<file path="src/inc/eim_pkg.sv">
// Purpose: Shared constants and carrier types for the E1 mask, pulse and error insertion bank.
// Assumes: One 100 MHz clock, synchronous active-high reset.
// Notes: Summary of operation follows.
// Summary of operation
// - Masked multiframe sync loss raises vector 10000000.
// - Masked CRC-4 multiframe loss raises vector 10000000.
// - Masked remote multiframe alarm raises vector 10000000.
// - One-second flag rise raises vector 00001000.
// - Timer A flag rise raises vector 00001000.
// - Timer B flag rise raises vector 00001000.
// - Mask bits reset masked; one unmasks.
// - Custom select picks coefficients, else preset.
// - Page two decodes five address bits.
// - Rising bit 7 inserts one bipolar violation.
// - Rising bit 6 inserts one CRC-4 error.
// - Rising bit 5 corrupts one alignment signal.
// - Rising bit 4 flips one non-alignment bit two.
// - Bit 3 high forces all-zero transmit.
// - Rising bit 2 inserts one payload error.
// - Steady or falling insertion bits do nothing.
// - Debounce select gives 14 ms or none.
// - Debounce may stretch up to 2 ms.
`default_nettype none

package eim_pkg;
  // ----------------------------------------
  // Pages and addresses
  // ----------------------------------------
  localparam logic [2:0] PAGE_MASK = 3'h1;
  localparam logic [2:0] PAGE_CTRL2 = 3'h2;
  localparam logic [4:0] ADDR_IRQ_MASK3 = 5'h1E;
  localparam logic [4:0] ADDR_TX_PULSE = 5'h1F;
  localparam logic [4:0] ADDR_ERR_DBNC = 5'h10;
  localparam logic [4:0] ADDR_ACCESS = 5'h13;
  localparam logic [4:0] ADDR_JITTER = 5'h18;
  localparam logic [4:0] ADDR_RX_EQ = 5'h19;
  localparam logic [4:0] ADDR_RSVD_A = 5'h1A;
  localparam logic [4:0] ADDR_RSVD_B = 5'h1B;
  localparam logic [4:0] ADDR_COEF_A = 5'h1C;
  localparam logic [4:0] ADDR_COEF_B = 5'h1D;
  localparam logic [4:0] ADDR_COEF_C = 5'h1E;
  localparam logic [4:0] ADDR_COEF_D = 5'h1F;
  // ----------------------------------------
  // Field positions and masks
  // ----------------------------------------
  localparam int MFSYNC_BIT = 7;
  localparam int CRC_MFSYNC_BIT = 6;
  localparam int REMOTE_MF_BIT = 4;
  localparam int ONE_SEC_BIT = 3;
  localparam int TIMER_A_BIT = 2;
  localparam int TIMER_B_BIT = 1;
  localparam int CUSTOM_SEL_BIT = 3;
  localparam int LINE_VIOL_BIT = 7;
  localparam int CRC_ERR_BIT = 6;
  localparam int ALIGN_ERR_BIT = 5;
  localparam int NONALIGN_ERR_BIT = 4;
  localparam int NO_PULSE_BIT = 3;
  localparam int PAYLOAD_ERR_BIT = 2;
  localparam int DEBOUNCE_SEL_BIT = 0;
  localparam logic [7:0] IRQ_MASK3_WMASK = 8'hDE;
  localparam logic [7:0] ERR_DBNC_WMASK = 8'hFD;
  localparam logic [7:0] COEF_WMASK = 8'h7F;
  localparam logic [7:0] VEC_SYNC = 8'h80;
  localparam logic [7:0] VEC_TIMING = 8'h08;
  localparam logic [7:0] REG_RESET = 8'h00;
  // ----------------------------------------
  // Timing
  // ----------------------------------------
  localparam int CLK_PERIOD_NS = 10;
  localparam int DEBOUNCE_MS = 14;
  localparam int DEBOUNCE_CYCLES = (DEBOUNCE_MS * 1000000) / CLK_PERIOD_NS;
  localparam int DEBOUNCE_CNT_W = 21;
  // ----------------------------------------
  // Carrier types
  // ----------------------------------------
  typedef struct packed {
    logic wr;
    logic rd;
    logic [2:0] page;
    logic [4:0] addr;
    logic [7:0] data;
  } eim_host_req_t;

  typedef struct packed {
    logic line_slot;
    logic crc_slot;
    logic align_slot;
    logic nonalign_slot;
    logic payload_slot;
  } eim_tx_slots_t;
endpackage

`default_nettype wire

</file>
<file path="src/hdl/eim_bank.sv">
// Purpose: Register bank for interrupt mask three, transmit pulse control and error insertion.
// Assumes: Host port signals and framer events are synchronous to ref_clk.
// Notes: Read data is registered one cycle after a read strobe.
`default_nettype none

module eim_bank #(
  parameter int DEBOUNCE_LEN = eim_pkg::DEBOUNCE_CYCLES
) (
  input wire logic ref_clk,
  input wire logic rst,
  input wire eim_pkg::eim_host_req_t host_req,
  output logic [7:0] rd_data_ff,
  input wire logic mfsync_lost,
  input wire logic crc_mfsync_lost,
  input wire logic remote_mf_alarm,
  input wire logic one_second_flag,
  input wire logic timer_a_flag,
  input wire logic timer_b_flag,
  input wire logic irq_ack,
  output logic irq_ff,
  output logic [7:0] irq_vector_ff,
  output logic custom_pulse_sel,
  output logic [2:0] preset_pulse_level,
  output logic [6:0] pulse_coef_a,
  output logic [6:0] pulse_coef_b,
  output logic [6:0] pulse_coef_c,
  output logic [6:0] pulse_coef_d,
  input wire eim_pkg::eim_tx_slots_t tx_slots,
  output logic insert_line_violation,
  output logic insert_crc_error,
  output logic insert_align_error,
  output logic insert_nonalign_error,
  output logic insert_payload_error,
  output logic force_no_pulses,
  output logic [7:0] access_ctrl_out,
  output logic [7:0] jitter_ctrl_out,
  output logic [7:0] rx_eq_ctrl_out,
  input wire logic sig_mf_tick,
  input wire logic [3:0] sig_raw,
  output logic [3:0] sig_debounced_ff
);
  import eim_pkg::*;

  // ----------------------------------------
  // Helper functions
  // ----------------------------------------

  // A rising write: the new value is one while the held value is zero.
  function automatic logic rose(input logic new_bit, input logic old_bit);
    rose = new_bit & ~old_bit;
  endfunction

  // Page and address match; gated with wr it forms a write strobe, alone it selects the read word.
  function automatic logic hit(input eim_host_req_t r, input logic [2:0] pg, input logic [4:0] ad);
    hit = (r.page == pg) && (r.addr == ad);
  endfunction

  // ----------------------------------------
  // Register storage
  // ----------------------------------------
  logic [7:0] irq_mask3_ff;
  logic [7:0] tx_pulse_ff;
  logic [7:0] err_dbnc_ff;
  logic [7:0] access_ff;
  logic [7:0] jitter_ff;
  logic [7:0] rx_eq_ff;
  logic [7:0] rsvd_a_ff;
  logic [7:0] rsvd_b_ff;
  logic [7:0] coef_a_ff;
  logic [7:0] coef_b_ff;
  logic [7:0] coef_c_ff;
  logic [7:0] coef_d_ff;

  // ----------------------------------------
  // Address decode
  // ----------------------------------------

  // page decode
  // Page two uses all five address bits; the gaps at 11H, 12H and 14H-17H hold nothing.
  wire wr_mask3 = host_req.wr & hit(host_req, PAGE_MASK, ADDR_IRQ_MASK3);
  wire wr_txp = host_req.wr & hit(host_req, PAGE_MASK, ADDR_TX_PULSE);
  wire wr_err = host_req.wr & hit(host_req, PAGE_CTRL2, ADDR_ERR_DBNC);
  wire wr_acc = host_req.wr & hit(host_req, PAGE_CTRL2, ADDR_ACCESS);
  wire wr_jit = host_req.wr & hit(host_req, PAGE_CTRL2, ADDR_JITTER);
  wire wr_req = host_req.wr & hit(host_req, PAGE_CTRL2, ADDR_RX_EQ);
  wire wr_rsa = host_req.wr & hit(host_req, PAGE_CTRL2, ADDR_RSVD_A);
  wire wr_rsb = host_req.wr & hit(host_req, PAGE_CTRL2, ADDR_RSVD_B);
  wire wr_cfa = host_req.wr & hit(host_req, PAGE_CTRL2, ADDR_COEF_A);
  wire wr_cfb = host_req.wr & hit(host_req, PAGE_CTRL2, ADDR_COEF_B);
  wire wr_cfc = host_req.wr & hit(host_req, PAGE_CTRL2, ADDR_COEF_C);
  wire wr_cfd = host_req.wr & hit(host_req, PAGE_CTRL2, ADDR_COEF_D);

  // Read mux; an unmapped location answers zero.
  logic [7:0] nxt_rd_data;
  always_comb begin
    nxt_rd_data = 8'h00;
    if (hit(host_req, PAGE_MASK, ADDR_IRQ_MASK3)) nxt_rd_data = irq_mask3_ff;
    else if (hit(host_req, PAGE_MASK, ADDR_TX_PULSE)) nxt_rd_data = tx_pulse_ff;
    else if (hit(host_req, PAGE_CTRL2, ADDR_ERR_DBNC)) nxt_rd_data = err_dbnc_ff;
    else if (hit(host_req, PAGE_CTRL2, ADDR_ACCESS)) nxt_rd_data = access_ff;
    else if (hit(host_req, PAGE_CTRL2, ADDR_JITTER)) nxt_rd_data = jitter_ff;
    else if (hit(host_req, PAGE_CTRL2, ADDR_RX_EQ)) nxt_rd_data = rx_eq_ff;
    else if (hit(host_req, PAGE_CTRL2, ADDR_RSVD_A)) nxt_rd_data = rsvd_a_ff;
    else if (hit(host_req, PAGE_CTRL2, ADDR_RSVD_B)) nxt_rd_data = rsvd_b_ff;
    else if (hit(host_req, PAGE_CTRL2, ADDR_COEF_A)) nxt_rd_data = coef_a_ff;
    else if (hit(host_req, PAGE_CTRL2, ADDR_COEF_B)) nxt_rd_data = coef_b_ff;
    else if (hit(host_req, PAGE_CTRL2, ADDR_COEF_C)) nxt_rd_data = coef_c_ff;
    else if (hit(host_req, PAGE_CTRL2, ADDR_COEF_D)) nxt_rd_data = coef_d_ff;
  end

  // Read data holds its last value between read strobes.
  always_ff @(posedge ref_clk) begin
    if (rst) rd_data_ff <= 8'h00;
    else if (host_req.rd) rd_data_ff <= nxt_rd_data;
  end

  // ----------------------------------------
  // Register writes
  // ----------------------------------------

  // masked at reset
  // Unused mask bits 5 and 0 are never stored, so they read zero.
  always_ff @(posedge ref_clk) begin
    if (rst) irq_mask3_ff <= REG_RESET;
    else if (wr_mask3) irq_mask3_ff <= host_req.data & IRQ_MASK3_WMASK;
  end

  // upper bits kept
  // The top nibble is stored as written; only the host keeps it clear.
  always_ff @(posedge ref_clk) begin
    if (rst) tx_pulse_ff <= REG_RESET;
    else if (wr_txp) tx_pulse_ff <= host_req.data;
  end

  // stored for comparison
  // The held error word is the previous value the next write is compared with.
  always_ff @(posedge ref_clk) begin
    if (rst) err_dbnc_ff <= REG_RESET;
    else if (wr_err) err_dbnc_ff <= host_req.data & ERR_DBNC_WMASK;
  end

  // Control words owned by neighbouring blocks; only storage lives here.
  always_ff @(posedge ref_clk) begin
    if (rst) begin
      access_ff <= REG_RESET;
      jitter_ff <= REG_RESET;
      rx_eq_ff <= REG_RESET;
    end else begin
      if (wr_acc) access_ff <= host_req.data;
      if (wr_jit) jitter_ff <= host_req.data;
      if (wr_req) rx_eq_ff <= host_req.data;
    end
  end

  // reserved storage
  // Reserved words read back what was written so software can verify zeros.
  always_ff @(posedge ref_clk) begin
    if (rst) begin
      rsvd_a_ff <= REG_RESET;
      rsvd_b_ff <= REG_RESET;
    end else begin
      if (wr_rsa) rsvd_a_ff <= host_req.data;
      if (wr_rsb) rsvd_b_ff <= host_req.data;
    end
  end

  // Coefficients are seven bits wide; bit 7 reads zero.
  always_ff @(posedge ref_clk) begin
    if (rst) begin
      coef_a_ff <= REG_RESET;
      coef_b_ff <= REG_RESET;
      coef_c_ff <= REG_RESET;
      coef_d_ff <= REG_RESET;
    end else begin
      if (wr_cfa) coef_a_ff <= host_req.data & COEF_WMASK;
      if (wr_cfb) coef_b_ff <= host_req.data & COEF_WMASK;
      if (wr_cfc) coef_c_ff <= host_req.data & COEF_WMASK;
      if (wr_cfd) coef_d_ff <= host_req.data & COEF_WMASK;
    end
  end

  // ----------------------------------------
  // Transmit pulse level selection
  // ----------------------------------------

  // pulse source select
  // The line driver reads the preset field when custom select is low, else the coefficients.
  assign custom_pulse_sel = tx_pulse_ff[CUSTOM_SEL_BIT];
  assign preset_pulse_level = tx_pulse_ff[2:0];
  assign pulse_coef_a = coef_a_ff[6:0];
  assign pulse_coef_b = coef_b_ff[6:0];
  assign pulse_coef_c = coef_c_ff[6:0];
  assign pulse_coef_d = coef_d_ff[6:0];
  assign access_ctrl_out = access_ff;
  assign jitter_ctrl_out = jitter_ff;
  assign rx_eq_ctrl_out = rx_eq_ff;

  // ----------------------------------------
  // Interrupt vector generation
  // ----------------------------------------
  logic one_sec_q_ff;
  logic timer_a_q_ff;
  logic timer_b_q_ff;

  // Flag history for the zero-to-one detectors.
  always_ff @(posedge ref_clk) begin
    if (rst) begin
      one_sec_q_ff <= 1'b0;
      timer_a_q_ff <= 1'b0;
      timer_b_q_ff <= 1'b0;
    end else begin
      one_sec_q_ff <= one_second_flag;
      timer_a_q_ff <= timer_a_flag;
      timer_b_q_ff <= timer_b_flag;
    end
  end

  wire src_mfsync = mfsync_lost & irq_mask3_ff[MFSYNC_BIT];
  wire src_crc_mf = crc_mfsync_lost & irq_mask3_ff[CRC_MFSYNC_BIT];
  wire src_remote = remote_mf_alarm & irq_mask3_ff[REMOTE_MF_BIT];
  wire src_one_sec = rose(one_second_flag, one_sec_q_ff) & irq_mask3_ff[ONE_SEC_BIT];
  wire src_timer_a = rose(timer_a_flag, timer_a_q_ff) & irq_mask3_ff[TIMER_A_BIT];
  wire src_timer_b = rose(timer_b_flag, timer_b_q_ff) & irq_mask3_ff[TIMER_B_BIT];

  wire set_sync = src_mfsync | src_crc_mf | src_remote;
  wire set_timing = src_one_sec | src_timer_a | src_timer_b;
  wire [7:0] vec_set = (set_sync ? VEC_SYNC : 8'h00) | (set_timing ? VEC_TIMING : 8'h00);

  // Pending vector bits stick until acknowledged; a new event beats the acknowledge.
  wire [7:0] nxt_vector = (irq_ack ? 8'h00 : irq_vector_ff) | vec_set;
  always_ff @(posedge ref_clk) begin
    if (rst) begin
      irq_vector_ff <= 8'h00;
      irq_ff <= 1'b0;
    end else begin
      irq_vector_ff <= nxt_vector;
      irq_ff <= |nxt_vector;
    end
  end

  // ----------------------------------------
  // Single-shot error insertion
  // ----------------------------------------

  // rising writes only
  // A write that keeps, clears or sets an already set bit arms nothing.
  wire arm_line = wr_err & rose(host_req.data[LINE_VIOL_BIT], err_dbnc_ff[LINE_VIOL_BIT]);
  wire arm_crc = wr_err & rose(host_req.data[CRC_ERR_BIT], err_dbnc_ff[CRC_ERR_BIT]);
  wire arm_align = wr_err & rose(host_req.data[ALIGN_ERR_BIT], err_dbnc_ff[ALIGN_ERR_BIT]);
  wire arm_nonalign = wr_err & rose(host_req.data[NONALIGN_ERR_BIT], err_dbnc_ff[NONALIGN_ERR_BIT]);
  wire arm_payload = wr_err & rose(host_req.data[PAYLOAD_ERR_BIT], err_dbnc_ff[PAYLOAD_ERR_BIT]);

  logic [4:0] armed_ff;
  // Bit order of the armed vector: line, crc, align, nonalign, payload.
  wire [4:0] arm_vec = {arm_line, arm_crc, arm_align, arm_nonalign, arm_payload};
  wire [4:0] slot_vec = {tx_slots.line_slot, tx_slots.crc_slot, tx_slots.align_slot,
                         tx_slots.nonalign_slot, tx_slots.payload_slot};

  // fire at next slot
  // A request waits for its framer slot; a fresh arm in the firing cycle survives.
  wire [4:0] fire_vec = armed_ff & slot_vec;
  wire [4:0] nxt_armed = (armed_ff & ~fire_vec) | arm_vec;
  always_ff @(posedge ref_clk) begin
    if (rst) armed_ff <= 5'h00;
    else armed_ff <= nxt_armed;
  end

  logic [4:0] fire_ff;
  // Registered one-cycle insertion pulses toward the transmit framer.
  always_ff @(posedge ref_clk) begin
    if (rst) fire_ff <= 5'h00;
    else fire_ff <= fire_vec;
  end

  assign insert_line_violation = fire_ff[4];
  assign insert_crc_error = fire_ff[3];
  assign insert_align_error = fire_ff[2];
  assign insert_nonalign_error = fire_ff[1];
  assign insert_payload_error = fire_ff[0];
  assign force_no_pulses = err_dbnc_ff[NO_PULSE_BIT];

  // ----------------------------------------
  // Signalling debounce
  // ----------------------------------------
  logic [3:0] sig_sample_ff;
  logic [DEBOUNCE_CNT_W-1:0] dbnc_cnt_ff;

  // multiframe sampling
  // Signalling is only looked at once per multiframe, which can add up to one
  // multiframe (2 ms) of delay; this is accepted rather than sampling every bit.
  always_ff @(posedge ref_clk) begin
    if (rst) sig_sample_ff <= 4'h0;
    else if (sig_mf_tick) sig_sample_ff <= sig_raw;
  end

  wire dbnc_on = err_dbnc_ff[DEBOUNCE_SEL_BIT];
  wire sig_differs = sig_sample_ff != sig_debounced_ff;
  wire dbnc_done = dbnc_cnt_ff == DEBOUNCE_CNT_W'(DEBOUNCE_LEN - 1);

  // debounce select
  // With debounce off the sample passes straight; with it on a change must hold 14 ms.
  logic [DEBOUNCE_CNT_W-1:0] nxt_dbnc_cnt;
  logic [3:0] nxt_sig_out;
  always_comb begin
    nxt_dbnc_cnt = '0;
    nxt_sig_out = sig_debounced_ff;
    if (!dbnc_on) begin
      nxt_sig_out = sig_sample_ff;
    end else if (sig_differs) begin
      if (dbnc_done) begin
        nxt_sig_out = sig_sample_ff;
      end else begin
        nxt_dbnc_cnt = dbnc_cnt_ff + DEBOUNCE_CNT_W'(1);
      end
    end
  end

  // Counter restarts whenever the sample agrees again with the output.
  always_ff @(posedge ref_clk) begin
    if (rst) begin
      dbnc_cnt_ff <= '0;
      sig_debounced_ff <= 4'h0;
    end else begin
      dbnc_cnt_ff <= nxt_dbnc_cnt;
      sig_debounced_ff <= nxt_sig_out;
    end
  end

endmodule

`default_nettype wire

</file>
<file path="config.mk">
export PLATFORM = sky130hd
export DESIGN_NAME = eim_bank
export DESIGN_NICKNAME = d
export VERILOG_FILES = /design/src/inc/eim_pkg.sv /design/src/hdl/eim_bank.sv
export SDC_FILE = /design/constraint.sdc
export NUM_CORES = 1
export LEC_CHECK = 0
export BUFFER_PORTS_ARGS = -buffer_cell sky130_fd_sc_hd__buf_2
export CORE_ASPECT_RATIO = 0.9
export CORE_MARGIN = 3
export CORE_UTILIZATION = 30
export CTS_CLUSTER_DIAMETER = 150
export DETAILED_ROUTE_END_ITERATION = 8
export HOLD_SLACK_MARGIN = 0.12
export PLACE_DENSITY = 0.55
export SLEW_MARGIN = 20
export SYNTH_ARGS = -nofsm -noshare
export SYNTH_HDL_FRONTEND = slang
export SYNTH_SLANG_ARGS = --single-unit
</file>
<file path="constraint.sdc">
create_clock -name ref_clk -period 3.4 [get_ports ref_clk]
set_input_delay 0.68 -clock ref_clk [delete_from_list [all_inputs] [get_ports ref_clk]]
set_output_delay 0.68 -clock ref_clk [all_outputs]
set_load 0.02 [all_outputs]
</file>
==> parameters.txt <==
Parameter                              Value

Routing
  Detailed-router iteration count before antenna repair ... 5
  First-iteration detailed-routing DRC count ... between 400 and 500
  Number of nets with antenna violations after routing ... 0
  Routed WL ... ~20 mm
  Routed wire length per instance ... roughly 17 microns
  Post-route DRC violation count ... 0
  Total vias in the final route ... 5582
  Via count normalized by instance count ... roughly 4.9

Die
  Initial standard-cell utilization of the core ... 0.311
  Die footprint ... roughly 24000 sq um
  Overall die width ... 162 microns
  Standard-cell row count ... 50
  Num ports ... 120
  Die height ... 146 microns
  Core Box Area ... about 21000 sq um

Synth
  Top cells by area, synth ... dfxtp_1, mux2i_1, nor2_1
  Mapped Cells ... approximately 740
  Number of nets in the synthesized netlist ... roughly 780
  Yosys Warn Count ... 0
  Distinct cell type count after synthesis ... 67
  Dominant combinational cell family by area after synthesis ... simple AND/OR/NAND/NOR gates
  Largest area contributor in the netlist ... dfxtp_1
  Ys async rst share ... 0
  Share of the yosys chip area belonging to registers ... 0.451
  Synth Area in Adders ... 0.00190
  Commonest register cell after synthesis ... dfxtp_1
  Synthesized-area fraction occupied by and/or/nand/nor cells ... 0.223
  Synth Register Bits ... approximately 150
  Post-synthesis compound-gate area fraction ... 0.117
  Proportion of synthesized area in mux cells ... 0.134
  Average size of a mapped cell ... 8.91 sq um
  Proportion of netlist area held by the largest area contributor ... 0.451
  Total standard cell area after synthesis ... roughly 6600 sq um
  XOR/XNOR share of the synthesized area ... 0.0307
  EDFF count, synth ... 0

Final layout
  Count of antenna diodes in the layout ... 0
  Area Growth Syn to Fin ... 21.6%
  Layout cell share with drive strength beyond 1 ... 0.216
  Share of the core filled with cells in the final layout ... 0.378
  Count of fill cells added during filler insertion ... between 2000 and 2500
  Nets ... approximately 870

Worst setup path
  CP max stage cell ... nor2_1
  Worst setup path start ... host_req[10]
  Reg2Reg Launch Point ... dbnc_cnt_ff[0]
  Critical path peak fanout ... 21
  Crit path cell chain ... buf_2 -> nand2_1 -> or3_1 -> nor2_1 -> nand2_1 -> a21oi_1
  Worst stage delay on the critical path ... 560 ps
  WP buf/inv ... 1
  Critical Path Most Common Cell ... nand2_1
  Crit path DAT ... about 2600 ps
  Family of cells with the greatest summed delay on the critical path ... simple AND/OR/NAND/NOR gates
  Kind of start point of the critical path ... input pin
  Type of the worst setup path ... in2reg
  Sort of element at the end of the critical path ... register
  Data required time at the worst endpoint ... approximately 3800 ps

Placed design
  # port buffers ... 119
  Last weighted congestion value of the routability-driven placer ... 0.827
  Pre-CTS setup slack ... approximately 770 ps
  Detail Placement HPWL ... 13.7 mm

STA
  Sum of negative setup slack ... 0 ps
  Final count of hold timing violations ... 0
  Post-layout worst setup margin ... 1130 ps
  Final min period ... 2270 ps
  Hold slack ... around 430 ps
  Transition time of the tightest slew-check pin ... roughly 910 ps
  Fmax ... between 400 and 500 MHz
  Tcrit/Tclk final ... 0.667
  Post-route clock skew ... around 9.3 ps
  Pins over their slew limit ... 0
  RSZ-0062 raised after global routing ... no
  Headroom to the max-slew limit ... 0.386
  Number of endpoints failing setup at the final stage ... 0

Power
  Total power ... a little under 0.004 W
  Peak ir drop on the vdd network ... 269 uV
  Logic gate share of total power ... 0.049
  Share of total power in the clock network ... 0.506
  PwrDens ... around 490 nW/um^2
  Power spent charging and discharging nets ... between 0.0009 and 0.001 W
  Leakage power of the design ... 3.07 nW
  Net switching share of the total power ... 0.242
  Pint ... slightly below 0.003 W
  Power share of the sequential group ... 0.446

Clocking
  Clock buffer count from CTS ... 17
  Clk buf depth ... 2
  Cell at the root of the clock tree ... clkbuf_16
  CTS hold repair buffers ... 0
  H-tree levels ... 4
  Setup bufs post-CTS ... 0
  Sink count of the clock tree ... 148
  CTS clk-pin slew, worst paths ... 70 ps
  Resize count post-CTS ... 0
  Clock latency on the worst-skew pair ... 430 ps
  CTS tree ... done

Job
  Max capacitance violation total ... 0

Global route
  Overflow after GRT ... 0
  Largest net degree at the start of global routing ... between 100 and 150
  Initial antenna violation count ... 1
  First-pass GRT wire length ... just over 30 mm
  Number of global-route vias before repair ... between 5000 and 6000
  Tot GR Track Use ... 0.167

Worst hold path
  Launch point of the worst hold path ... armed_ff[3]
  Class of the tightest hold or removal check ... reg2reg

Status
  Result of the run ... complete, no violations
-- power by group through the flow --
stage	clock, W	sequential (W)	combinational, W
after CTS	0.00203	0.00175	0.000192
after global placement	0	0.00179	0.000192
after global routing	0.00210	0.00175	0.000208
after floorplan	0	0.00179	0.000116
after detailed placement	0	0.00179	0.000191
final	0.00199	0.00175	0.000191
-- cell families after synthesis --
group / Yosys count
flops: 148
xor+xnor: 23
fa+ha+maj: 1
buf+inv: 66
simple gates: 299
mux: 83
compound gates: 117
-- layout by cell type, fill, tap and decap left out, types with 7 or more instances in the layout --
cell type,instances
dfxtp_1,148
buf_2,118
nor2_1,108
nand2_1,88
mux2i_1,72
a21oi_1,44
clkbuf_16,17
inv_1,14
nand2b_1,13
xnor2_1,13
nor2b_1,12
o22ai_1,12
nand3_1,11
xor2_1,10
a31oi_1,9
a22oi_1,9
and2_1,8
nor3_1,8
nand3b_1,8
o21ai_0,8
mux2_2,8
buf_4,7
-- tightest hold or removal path, stage by stage (launching register included) --
cell	delay [ps]
dfxtp_1	310
nand2_1	50
nor2_1	30
-- cell usage after synthesis, types with 9 or more instances --
master and count:
buf_2 12, nor2_1 108, xor2_1 10, nand2_1 88, nor2b_1 12, dfxtp_1 148
a22oi_1 9, nand2b_1 13, mux2i_1 72, nand3_1 11, xnor2_1 13, o22ai_1 12
clkbuf_1 34, a21oi_1 44, a31oi_1 9, inv_1 14
-- per-layer routing --
layer / vias up / GRT usage / share of wire
li1: 2740 / - / -
met1: 2636 / 0.244 / 0.49
met2: 180 / 0.244 / 0.44
met3: 24 / 0.0397 / 0.056
met4: 2 / 0.0490 / 0.016
met5: - / 0 / 0.00036
-- worst paths after layout --
kind	to	slack, ps	cells after the start
min reg2reg	fire_ff[3]	430	2
max	coef_c_ff[4]	1130	6
min	fire_ff[3]	430	2
max reg2reg	dbnc_cnt_ff[19]	1330	6
-- metrics by stage --
stage / cells / cell area, sq um
floorplan: 737 / 6570
global placement: 1098 / 7360
detailed placement: 1098 / 7360
CTS: 1130 / 7990
global route: 1130 / 7990
finish: 1130 / 7990
-- sequential cells by signal, summed over array words and instances (netlist names), 5 cells and up --
signal / flops
coef_c_ff: 7
coef_b_ff: 7
access_ctrl_out: 8
err_dbnc_ff: 7
rd_data_ff: 8
rx_eq_ctrl_out: 8
dbnc_cnt_ff: 21
coef_d_ff: 7
irq_vector_ff: 8
jitter_ctrl_out: 8
irq_mask3_ff: 6
armed_ff: 5
rsvd_a_ff: 8
fire_ff: 5
coef_a_ff: 7
tx_pulse_ff: 8
rsvd_b_ff: 8
-- final cells by class --
type	count	area [sq um]	area share
Clock buffer	17	425	0.0533
Inverter	15	56.3	0.00705
Tap cell	286	358	0.0448
Sequential cell	148	2960	0.371
Timing Repair Buffer	126	663	0.0830
Multi-Input combinational cell	523	3320	0.416
Clock inverter	15	195	0.0244
Note: power is estimated with default switching activity, not from simulation.
